File: src/hw/swd_cfg.svh
// offsets, field positions, reset values and timing counts of the scan supervisor
`ifndef SWD_CFG_SVH
`define SWD_CFG_SVH
`define SWD_NBITS 8
`define SWD_AW 8
`define SWD_CLK_NS 10
`define SWD_TICK_NS 1000000
`define SWD_XCHG_CYC 3
`define SWD_NONINT_UNIT_MS 10
`define SWD_NONINT_MIN_MS 10
`define SWD_NONINT_MAX_MS 2550
`define SWD_INT_MIN_MS 1
`define SWD_INT_MAX_MS 255
`define SWD_OFF_CTRL 8'h00
`define SWD_OFF_STATUS 8'h04
`define SWD_OFF_MASK 8'h08
`define SWD_OFF_SCANMAX 8'h0C
`define SWD_OFF_SHORTWIN 8'h10
`define SWD_OFF_INTSEL 8'h14
`define SWD_OFF_LONGSEL 8'h18
`define SWD_OFF_OUTIMG 8'h1C
`define SWD_OFF_INIMG 8'h20
`define SWD_OFF_DISCACT 8'h24
`define SWD_OFF_LWIN0 8'h28
`define SWD_CTRL_RUN 0
`define SWD_CTRL_DONE 1
`define SWD_STS_WDOG 0
`define SWD_STS_DISC 1
`define SWD_STS_OCMP 2
`define SWD_STS_SCAN 3
`define SWD_STS_HALT 8
`define SWD_RST_SCANMAX 16'h0064
`define SWD_RST_SHORTWIN 16'h0101
`define SWD_RST_LWIN 16'h0FA0
`define SWD_RESP_OKAY 2'b00
`define SWD_RESP_SLVERR 2'b10
`endif

File: src/hw/swd_pkg.sv
// types shared by the scan supervisor modules
`default_nettype none
package swd_pkg;
  typedef enum logic [2:0] {
    ST_IDLE,
    ST_SAMPLE,
    ST_EXEC,
    ST_XCHG,
    ST_OUT,
    ST_HALT
  } swd_state_t;
endpackage
`default_nettype wire

File: src/hw/swd_axil.sv
// axi4-lite register slave of the scan supervisor
`timescale 1ns/10ps
`default_nettype none
`include "swd_cfg.svh"
module swd_axil
  import swd_pkg::*;
(
  input wire logic i_clock,
  input wire logic i_rst,
  input wire logic [`SWD_AW-1:0] i_awaddr,
  input wire logic i_awvalid,
  output logic o_awready,
  input wire logic [31:0] i_wdata,
  input wire logic [3:0] i_wstrb,
  input wire logic i_wvalid,
  output logic o_wready,
  output logic [1:0] o_bresp,
  output logic o_bvalid,
  input wire logic i_bready,
  input wire logic [`SWD_AW-1:0] i_araddr,
  input wire logic i_arvalid,
  output logic o_arready,
  output logic [31:0] o_rdata,
  output logic [1:0] o_rresp,
  output logic o_rvalid,
  input wire logic i_rready,
  output logic o_wr,
  output logic [`SWD_AW-1:0] o_waddr,
  output logic [31:0] o_wdata,
  output logic [3:0] o_wstrb,
  input wire logic i_whit,
  output logic o_rd,
  output logic [`SWD_AW-1:0] o_raddr,
  input wire logic [31:0] i_rdata,
  input wire logic i_rhit
);
  ////////////////////////////////////////////////////////////////////////////
  // write side: address and data caught in either order
  always_ff @(posedge i_clock) begin
    if (i_rst) begin
      o_awready <= 1'b1;
      o_wready <= 1'b1;
      o_bvalid <= 1'b0;
      o_bresp <= `SWD_RESP_OKAY;
      o_wr <= 1'b0;
      o_waddr <= '0;
      o_wdata <= 32'h0000_0000;
      o_wstrb <= 4'h0;
    end else begin
      o_wr <= 1'b0;
      if (o_awready && i_awvalid) begin
        o_awready <= 1'b0;
        o_waddr <= i_awaddr;
      end
      if (o_wready && i_wvalid) begin
        o_wready <= 1'b0;
        o_wdata <= i_wdata;
        o_wstrb <= i_wstrb;
      end
      if (!o_awready && !o_wready && !o_bvalid && !o_wr) begin
        o_wr <= 1'b1;
        o_bvalid <= 1'b1;
        o_bresp <= i_whit ? `SWD_RESP_OKAY : `SWD_RESP_SLVERR;
      end
      if (o_bvalid && i_bready) begin
        o_bvalid <= 1'b0;
        o_awready <= 1'b1;
        o_wready <= 1'b1;
      end
    end
  end

  ////////////////////////////////////////////////////////////////////////////
  // read side: one strobe cycle, then registered data
  always_ff @(posedge i_clock) begin
    if (i_rst) begin
      o_arready <= 1'b1;
      o_rd <= 1'b0;
      o_raddr <= '0;
      o_rvalid <= 1'b0;
      o_rdata <= 32'h0000_0000;
      o_rresp <= `SWD_RESP_OKAY;
    end else begin
      o_rd <= 1'b0;
      if (o_arready && i_arvalid) begin
        o_arready <= 1'b0;
        o_raddr <= i_araddr;
        o_rd <= 1'b1;
      end
      if (o_rd) begin
        o_rvalid <= 1'b1;
        o_rdata <= i_rhit ? i_rdata : 32'h0000_0000;
        o_rresp <= i_rhit ? `SWD_RESP_OKAY : `SWD_RESP_SLVERR;
      end
      if (o_rvalid && i_rready) begin
        o_rvalid <= 1'b0;
        o_arready <= 1'b1;
      end
    end
  end
endmodule
`default_nettype wire

File: src/hw/swd_disc_chan.sv
// discrepancy timer of one digital input bit
`timescale 1ns/10ps
`default_nettype none
`include "swd_cfg.svh"
module swd_disc_chan
  import swd_pkg::*;
(
  input wire logic i_clock,
  input wire logic i_rst,
  input wire logic i_eval,
  input wire logic i_mismatch,
  input wire logic i_tick,
  input wire logic [15:0] i_limit,
  output logic o_active,
  output logic o_expire
);
  logic [15:0] cnt_q;
  logic done_q;
  wire agree = i_eval && !i_mismatch;
  wire start = i_eval && i_mismatch && !o_active && !done_q;
  wire hit = o_active && i_tick && ({1'b0, cnt_q} + 17'd1 >= {1'b0, i_limit});

  // done_q keeps a persisting mismatch from re-arming after one error
  always_ff @(posedge i_clock) begin
    if (i_rst) begin
      cnt_q <= 16'h0000;
      o_active <= 1'b0;
      done_q <= 1'b0;
      o_expire <= 1'b0;
    end else begin
      o_expire <= hit && !agree;
      if (agree) begin
        o_active <= 1'b0;
        done_q <= 1'b0;
        cnt_q <= 16'h0000;
      end else if (start) begin
        o_active <= 1'b1;
        cnt_q <= 16'h0000;
      end else if (hit) begin
        o_active <= 1'b0;
        done_q <= 1'b1;
      end else if (o_active && i_tick) begin
        cnt_q <= cnt_q + 16'h0001;
      end
    end
  end
endmodule
`default_nettype wire

File: src/hw/swd_top.sv
// scan sequencer, scan watchdog and input discrepancy checker
//
// Contract
// - sample all inputs into image at scan start
// - copy output image to outputs after execution
// - start scan watchdog at each new cycle
// - watchdog expiry halts and disables all outputs
// - compare each input bit with partner's bit
// - timer starts on mismatch, stops agree/expiry
// - short-window inputs re-checked continuously
// - expired discrepancy triggers error response
// - non-interrupt short window common, 10-2550 ms
// - interrupt short window common, 1-255 ms
// - long window set per input bit
// - long-window inputs checked once per cycle
// - exchange and compare output images first
//
// The address map and the AXI4-Lite register port were left to the implementer.
`timescale 1ns/10ps
`default_nettype none
`include "swd_cfg.svh"
module swd_top
  import swd_pkg::*;
#(
  parameter int P_TICK_CYC = `SWD_TICK_NS / `SWD_CLK_NS
) (
  input wire logic i_clock,
  input wire logic i_rst,
  input wire logic [`SWD_NBITS-1:0] i_digital_input_bit,
  input wire logic [`SWD_NBITS-1:0] i_partner_input_bit,
  input wire logic [`SWD_NBITS-1:0] i_partner_output_image,
  output logic [`SWD_NBITS-1:0] o_input_bit_xchg,
  output logic [`SWD_NBITS-1:0] o_output_image_xchg,
  output logic [`SWD_NBITS-1:0] o_output_module,
  output logic o_output_enable,
  output logic o_halt,
  output logic o_scan_trigger,
  output logic o_irq,
  input wire logic [`SWD_AW-1:0] i_awaddr,
  input wire logic i_awvalid,
  output logic o_awready,
  input wire logic [31:0] i_wdata,
  input wire logic [3:0] i_wstrb,
  input wire logic i_wvalid,
  output logic o_wready,
  output logic [1:0] o_bresp,
  output logic o_bvalid,
  input wire logic i_bready,
  input wire logic [`SWD_AW-1:0] i_araddr,
  input wire logic i_arvalid,
  output logic o_arready,
  output logic [31:0] o_rdata,
  output logic [1:0] o_rresp,
  output logic o_rvalid,
  input wire logic i_rready
);
  localparam int NB = `SWD_NBITS;
  localparam int XC = `SWD_XCHG_CYC;

  logic wr, rd;
  logic [`SWD_AW-1:0] waddr, raddr;
  logic [31:0] wdat, rdat;
  logic [3:0] wstrb;
  logic rhit;
  logic [NB-1:0] din_m_q, din_s_q, pdin_m_q, pdin_s_q, poimg_m_q, poimg_s_q;
  logic [16:0] tick_cnt_q;
  logic tick_q;
  logic run_q, done_q;
  logic [3:0] mask_q, sts_q, sts_set, sts_d;
  logic [15:0] scan_max_q, short_q;
  logic [NB-1:0] int_sel_q, long_sel_q, oimg_q, in_img_q, act_w, exp_w;
  logic [15:0] lwin_q [NB];
  swd_state_t st_q, st_d;
  logic [1:0] xc_cnt_q;
  logic [15:0] wd_cnt_q;

  swd_axil u_axil (
    .i_clock(i_clock), .i_rst(i_rst),
    .i_awaddr(i_awaddr), .i_awvalid(i_awvalid), .o_awready(o_awready),
    .i_wdata(i_wdata), .i_wstrb(i_wstrb), .i_wvalid(i_wvalid), .o_wready(o_wready),
    .o_bresp(o_bresp), .o_bvalid(o_bvalid), .i_bready(i_bready),
    .i_araddr(i_araddr), .i_arvalid(i_arvalid), .o_arready(o_arready),
    .o_rdata(o_rdata), .o_rresp(o_rresp), .o_rvalid(o_rvalid), .i_rready(i_rready),
    .o_wr(wr), .o_waddr(waddr), .o_wdata(wdat), .o_wstrb(wstrb), .i_whit(1'b1),
    .o_rd(rd), .o_raddr(raddr), .i_rdata(rdat), .i_rhit(rhit)
  );

  ////////////////////////////////////////////////////////////////////////////
  // pin and partner-link synchronisers
  always_ff @(posedge i_clock) begin
    din_m_q <= i_digital_input_bit;
    din_s_q <= din_m_q;
    pdin_m_q <= i_partner_input_bit;
    pdin_s_q <= pdin_m_q;
    poimg_m_q <= i_partner_output_image;
    poimg_s_q <= poimg_m_q;
  end

  // 1 ms tick enable
  always_ff @(posedge i_clock) begin
    if (i_rst || tick_cnt_q == 17'(P_TICK_CYC - 1)) begin
      tick_cnt_q <= 17'h0_0000;
    end else begin
      tick_cnt_q <= tick_cnt_q + 17'h0_0001;
    end
    tick_q <= !i_rst && tick_cnt_q == 17'(P_TICK_CYC - 1);
  end

  ////////////////////////////////////////////////////////////////////////////
  // register file
  wire [31:0] wm = {{8{wstrb[3]}}, {8{wstrb[2]}}, {8{wstrb[1]}}, {8{wstrb[0]}}};
  function automatic logic [31:0] merge(input logic [31:0] old);
    merge = (old & ~wm) | (wdat & wm);
  endfunction
  wire w_ctrl = wr && waddr == `SWD_OFF_CTRL;
  wire w_mask = wr && waddr == `SWD_OFF_MASK;
  wire w_smax = wr && waddr == `SWD_OFF_SCANMAX;
  wire w_swin = wr && waddr == `SWD_OFF_SHORTWIN;
  wire w_isel = wr && waddr == `SWD_OFF_INTSEL;
  wire w_lsel = wr && waddr == `SWD_OFF_LONGSEL;
  wire w_oimg = wr && waddr == `SWD_OFF_OUTIMG;
  // spelled out: a function call here would not follow changes of wdat
  wire [31:0] ctrl_nv = (32'(run_q) & ~wm) | (wdat & wm);

  always_ff @(posedge i_clock) begin
    if (i_rst) begin
      run_q <= 1'b0;
      done_q <= 1'b0;
      mask_q <= 4'h0;
      scan_max_q <= `SWD_RST_SCANMAX;
      short_q <= `SWD_RST_SHORTWIN;
      int_sel_q <= '0;
      long_sel_q <= '0;
      oimg_q <= '0;
    end else begin
      done_q <= w_ctrl && wdat[`SWD_CTRL_DONE] && wstrb[0];
      if (w_ctrl) run_q <= ctrl_nv[`SWD_CTRL_RUN];
      if (w_mask) mask_q <= 4'(merge(32'(mask_q)));
      if (w_smax) scan_max_q <= 16'(merge(32'(scan_max_q)));
      if (w_swin) short_q <= 16'(merge(32'(short_q)));
      if (w_isel) int_sel_q <= NB'(merge(32'(int_sel_q)));
      if (w_lsel) long_sel_q <= NB'(merge(32'(long_sel_q)));
      if (w_oimg) oimg_q <= NB'(merge(32'(oimg_q)));
    end
  end

  // short windows: one common value per input class, zero treated as minimum
  wire [7:0] swin_ni = (short_q[7:0] == 8'h00) ? 8'h01 : short_q[7:0];
  wire [7:0] swin_in = (short_q[15:8] == 8'h00) ? 8'h01 : short_q[15:8];
  wire [15:0] lim_ni = 16'(swin_ni * `SWD_NONINT_UNIT_MS);
  wire [15:0] lim_in = {8'h00, swin_in};

  ////////////////////////////////////////////////////////////////////////////
  // per-bit long windows and discrepancy timers
  wire scan_q = o_scan_trigger;
  generate
    for (genvar i = 0; i < NB; i++) begin : g_bit
      localparam logic [`SWD_AW-1:0] A = `SWD_AW'(`SWD_OFF_LWIN0 + 4 * i);
      wire w_lw = wr && waddr == A;
      wire [15:0] lim = long_sel_q[i] ? lwin_q[i] : (int_sel_q[i] ? lim_in : lim_ni);
      wire mism = din_s_q[i] ^ pdin_s_q[i];
      // long bits only look at the link at scan start, short bits every cycle
      wire eval = long_sel_q[i] ? scan_q : 1'b1;
      always_ff @(posedge i_clock) begin
        if (i_rst) begin
          lwin_q[i] <= `SWD_RST_LWIN;
        end else if (w_lw) begin
          lwin_q[i] <= 16'(merge(32'(lwin_q[i])));
        end
      end
      swd_disc_chan u_chan (
        .i_clock(i_clock), .i_rst(i_rst), .i_eval(eval), .i_mismatch(mism),
        .i_tick(tick_q), .i_limit(lim), .o_active(act_w[i]), .o_expire(exp_w[i])
      );
    end
  endgenerate

  ////////////////////////////////////////////////////////////////////////////
  // scan sequencer and watchdog
  wire wd_run = st_q == ST_EXEC || st_q == ST_XCHG || st_q == ST_OUT;
  wire wd_exp = wd_run && tick_q && ({1'b0, wd_cnt_q} + 17'd1 >= {1'b0, scan_max_q});
  wire xc_end = st_q == ST_XCHG && xc_cnt_q == 2'(XC - 1);
  wire xc_bad = xc_end && oimg_q != poimg_s_q;
  wire disc_exp = |exp_w;
  wire fault = wd_exp || disc_exp || xc_bad;

  always_comb begin
    st_d = st_q;
    case (st_q)
      ST_IDLE: if (run_q) st_d = ST_SAMPLE;
      ST_SAMPLE: st_d = ST_EXEC;
      ST_EXEC: if (done_q) st_d = ST_XCHG;
      ST_XCHG: if (xc_end) st_d = ST_OUT;
      ST_OUT: st_d = run_q ? ST_SAMPLE : ST_IDLE;
      ST_HALT: st_d = ST_HALT;
      default: st_d = ST_HALT;
    endcase
    if (fault) st_d = ST_HALT;
  end

  always_ff @(posedge i_clock) begin
    if (i_rst) begin
      st_q <= ST_IDLE;
      xc_cnt_q <= 2'b00;
      wd_cnt_q <= 16'h0000;
      in_img_q <= '0;
      o_scan_trigger <= 1'b0;
      o_output_module <= '0;
      o_output_enable <= 1'b0;
      o_halt <= 1'b0;
    end else begin
      st_q <= st_d;
      xc_cnt_q <= (st_q == ST_XCHG) ? xc_cnt_q + 2'b01 : 2'b00;
      o_scan_trigger <= st_q == ST_SAMPLE && !fault;
      if (st_q == ST_SAMPLE) begin
        in_img_q <= din_s_q;
        wd_cnt_q <= 16'h0000;
      end else if (wd_run && tick_q) begin
        wd_cnt_q <= wd_cnt_q + 16'h0001;
      end
      o_halt <= st_d == ST_HALT;
      if (st_d == ST_HALT) begin
        o_output_module <= '0;
        o_output_enable <= 1'b0;
      end else if (st_q == ST_OUT) begin
        o_output_module <= oimg_q;
        o_output_enable <= 1'b1;
      end
    end
  end

  // both images go to the partner; inputs as synced, outputs as written
  always_ff @(posedge i_clock) begin
    if (i_rst) begin
      o_input_bit_xchg <= '0;
      o_output_image_xchg <= '0;
    end else begin
      o_input_bit_xchg <= din_s_q;
      o_output_image_xchg <= oimg_q;
    end
  end

  ////////////////////////////////////////////////////////////////////////////
  // status, interrupt, read mux
  wire rd_sts = rd && raddr == `SWD_OFF_STATUS;
  assign sts_set = {st_q == ST_SAMPLE, xc_bad, disc_exp, wd_exp};
  // a new event in the read-clear cycle survives the clear
  assign sts_d = (rd_sts ? 4'h0 : sts_q) | sts_set;
  always_ff @(posedge i_clock) begin
    if (i_rst) begin
      sts_q <= 4'h0;
      o_irq <= 1'b0;
    end else begin
      sts_q <= sts_d;
      o_irq <= |(sts_d & mask_q);
    end
  end

  wire [`SWD_AW-1:0] lw_off = raddr - `SWD_OFF_LWIN0;
  wire rd_lw = raddr >= `SWD_OFF_LWIN0 && lw_off < `SWD_AW'(4 * NB) && raddr[1:0] == 2'b00;
  wire [2:0] lw_idx = lw_off[4:2];
  wire [31:0] sts_rd = 32'({o_halt, 4'h0, sts_q});
  assign rdat = raddr == `SWD_OFF_CTRL ? 32'(run_q) :
    raddr == `SWD_OFF_STATUS ? sts_rd :
    raddr == `SWD_OFF_MASK ? 32'(mask_q) :
    raddr == `SWD_OFF_SCANMAX ? 32'(scan_max_q) :
    raddr == `SWD_OFF_SHORTWIN ? 32'(short_q) :
    raddr == `SWD_OFF_INTSEL ? 32'(int_sel_q) :
    raddr == `SWD_OFF_LONGSEL ? 32'(long_sel_q) :
    raddr == `SWD_OFF_OUTIMG ? 32'(oimg_q) :
    raddr == `SWD_OFF_INIMG ? 32'(in_img_q) :
    raddr == `SWD_OFF_DISCACT ? 32'(act_w) :
    rd_lw ? 32'(lwin_q[lw_idx]) : 32'h0000_0000;
  assign rhit = rd_lw || (raddr <= `SWD_OFF_DISCACT && raddr[1:0] == 2'b00);
endmodule
`default_nettype wire

File: config.mk
export PLATFORM = sky130hd
export DESIGN_NAME = swd_top
export DESIGN_NICKNAME = d
export VERILOG_FILES = /design/src/hw/swd_pkg.sv /design/src/hw/swd_axil.sv /design/src/hw/swd_disc_chan.sv /design/src/hw/swd_top.sv
export VERILOG_INCLUDE_DIRS = /design/src /design/src/hw
export SDC_FILE = /design/constraint.sdc
export NUM_CORES = 1
export LEC_CHECK = 0
export BUFFER_PORTS_ARGS = -buffer_cell sky130_fd_sc_hd__clkbuf_2
export CAP_MARGIN = 5
export CORE_MARGIN = 2
export CORE_UTILIZATION = 45
export CTS_CLUSTER_SIZE = 12
export DETAILED_ROUTE_END_ITERATION = 10
export SYNTH_ARGS = -nofsm -noshare
export SYNTH_HDL_FRONTEND = slang
export SYNTH_SLANG_ARGS = --single-unit
File: constraint.sdc
create_clock -name i_clock -period 6.4 [get_ports i_clock]
set_clock_uncertainty 0.2 [all_clocks]
set_input_delay 1.28 -clock i_clock [delete_from_list [all_inputs] [get_ports i_clock]]
set_output_delay 1.28 -clock i_clock [all_outputs]
set_load 0.01 [all_outputs]
==> metrics <==
run status finished, final reports clean; maximum clock rate 180.6 MHz; All-Layer GR Usage 27.61%; Die X 262.1 um; Synth Area per Inst 8.659 um^2; Placer Congestion 0.9882; DR WL/cell 21.95 um; Hold WC Path Type register to register; HPWL after detailed placement 70,520 um; vias in the first global route 23.40k; CTS buffer count 59; post-layout util 50.25%; CTS Hold Bufs 0; R2R Path End g_bit[7].u_chan.cnt_q[10]; DP Area 0.03111 mm^2; number of routed nets with antenna violations 0; CTS sink cnt 527; post_cts resized 0; Port-buffer cells 114; global-route wire length before repair 143,200 um; core box area 0.06586 mm^2; Synth-to-Final Area Change 10.39%; sequential cell area fraction in the yosys report 39.47%; Tmin final 5.536 ns; Final Max Tran Viols 0; H-tree depth 2; routed vias/inst 5.848; initial antenna violation count 4; area of the multi-input gates 0.01707 mm^2; height of the die 262.1 um; final instance area 0.03309 mm^2; Finish-stage setup viols 0; CTS Root Cell clkbuf_16; CTS Buffer Depth 3; Setup crit start kind register; Synth top area share 26.65%; Nets 3,734; fill count 6,340; Req. time, crit path 6.76 ns; CP endpoint kind register; top_reg_cell synth dfxtp_1; clk_lat worst skew 0.66 ns; Iteration-0 DRC Markers 2,763; die area 0.06870 mm^2; initial core utilization 45.51%; top cells by area, synth dfxtp_1 (27%), edfxtp_1 (13%), ha_1 (6.9%); Hold Vio Cnt, Final 0; synthesized netlist cell count 3,462; Slew @ Worst Pin 1.214 ns; # diodes 0; CTS tree built; RSZ-0062 raised after global routing no; row cnt 94; Post-synth EDFFs 128; setup_tns 0 ns; Post-route DRC 0; number of detailed-route iterations in the first pass 8; hold_sp din_m_q[0]; Warnings, synthesis 0; mapped cell area 0.02998 mm^2; Reg clk slew, reported paths 0.06 ns; WP data arrival 5.90 ns; max-cap violation count 0; r2r worst-path depth 19; ys async rst share 0%; DRT Wirelength 96,430 um; power density cells 224.5 mW/mm^2; R2R Setup Slk 0.86 ns; largest net degree at the start of global routing 77; I/O Pins 152; Via Count 25.69k; Cell variety after synth 88; register area 0.01184 mm^2; Max FO, Critical Path 18; Post-CTS Setup Repair Bufs 0; WHS Endpoint din_s_q[0]; LEAKAGE 0.01292 uW; Hold Path Depth 0; layout cells sized above 1 9.804%; Yosys reg bits 527; Crit Path Category register to register; final worst path period share 86.50%; maximum vdd drop 0.2318 mV; total gr overflow 0; largest area contributor in the netlist dfxtp_1; Slew HR 18.78%
[worst max path at each step]
stage	from	to	slack, ns	depth (start not counted)
final	register	g_bit[7].u_chan.cnt_q[10]	0.86	19
after global routing	register	g_bit[5].u_chan.cnt_q[14]	0.56	19
after CTS	register	g_bit[7].u_chan.cnt_q[10]	0.95	19
after detailed placement	register	g_bit[5].u_chan.cnt_q[14]	1.03	19
after global placement	register	g_bit[7].u_chan.cnt_q[12]	1.02	19
after floorplan	register	g_bit[6].u_chan.cnt_q[14]	1.96	21
[synth_stat cells (9+ instances only)]
master	n
o31a_1	9
nand3_1	180
mux2i_1	96
buf_1	24
clkbuf_1	144
o21a_1	18
nand4_1	59
a21oi_1	373
nand2b_1	165
o21ai_0	102
a31o_2	14
edfxtp_1	128
a22oi_1	13
xor2_1	104
nor3_1	81
nor2_1	343
or2_2	10
dfxtp_1	399
a31oi_1	15
nor2b_1	32
o211ai_1	20
buf_4	22
or3_1	40
a211oi_1	18
and2_1	22
inv_1	65
o22ai_1	12
ha_1	165
nor4_1	40
and3_1	34
a21o_1	34
nand2_1	368
xnor2_1	124
buf_2	16
mux4_2	32
or4_1	20
[kinds of logic after synthesis]
kind of cell    Yosys count  share of synthesized area [%]
buf+inv                 275                          3.865
other cells               1                        0.01251
flops                   527                          39.47
fa+ha+maj               166                          6.954
compound gates          687                          13.49
xor+xnor                228                          6.661
mux                     136                          5.910
simple gates           1442                          23.64
[metal layers]
layer	share of wire, %	track usage [%]	up-vias
li1	-	-	12340
met1	43	38.48	12030
met2	42	40.85	1127
met3	11	7.195	190
met4	3.9	10.55	2
met5	0.019	0	-
[critical path, stage by stage, from the launching register on]
cell and delay, ns:
dfxtp_1 0.51, xor2_1 0.19, ha_1 0.19, inv_1 0.06
fa_1 0.40, inv_1 0.07, a21oi_1 0.06, o21bai_1 0.19
a21o_1 0.15, a21oi_1 0.07, xor2_1 0.93, o31a_1 0.25
ha_1 0.26, a21oi_1 0.15, or2_2 0.12, a31oi_1 0.10
nor4_2 0.63, nand2_2 0.36, or4_1 0.48, nand2_1 0.08
[layout by cell type, fill, tap and decap left out, types with 18 or more instances in the layout]
cell type	n
clkbuf_2	114
edfxtp_1	128
a21oi_1	373
o21ai_0	102
buf_4	40
and3_1	34
a21o_1	34
nor2b_1	32
and2_1	22
clkbuf_16	63
nand2_1	368
mux2i_1	96
conb_1	19
inv_1	65
nand4_1	59
o21a_1	18
xor2_1	104
o211ai_1	20
nand2b_1	165
dfxtp_1	395
or4_1	20
nor3_1	81
xnor2_1	124
a211oi_1	18
mux4_2	32
nand3_1	180
nor4_1	40
ha_1	165
nor2_1	343
or3_1	40
[where the power goes]
group	leakage, uW	internal, uW	switching [uW]	total [uW]
Clock	0.000987	2020	1450	3470
Sequential	0.00439	3460	89.0	3550
Combinational	0.00754	142	267	409
[stage by stage]
stage | instances | power [uW] | hold WS [ns] | setup slack (ns)
floorplan | 3480 | 3857 | 0.1096 | 1.960
global placement | 4288 | 4017 | 0.1099 | 1.018
detailed placement | 4288 | 4021 | 0.1121 | 1.029
CTS | 4393 | 7464 | 0.1244 | 0.9518
global route | 4393 | 7640 | 0.1255 | 0.5561
finish | 4393 | 7429 | 0.1246 | 0.8637
[final cells by class]
type                       count  share of cell area (%)
sequential                   527                   35.77
inverter                      65                  0.7373
tap                          864                   3.267
multi-input combinational   2678                   51.57
timing repair buffer         154                   2.650
clock buffer                  87                   5.426
clock inverter                18                  0.5785
Power figures use the tool's default switching activity.
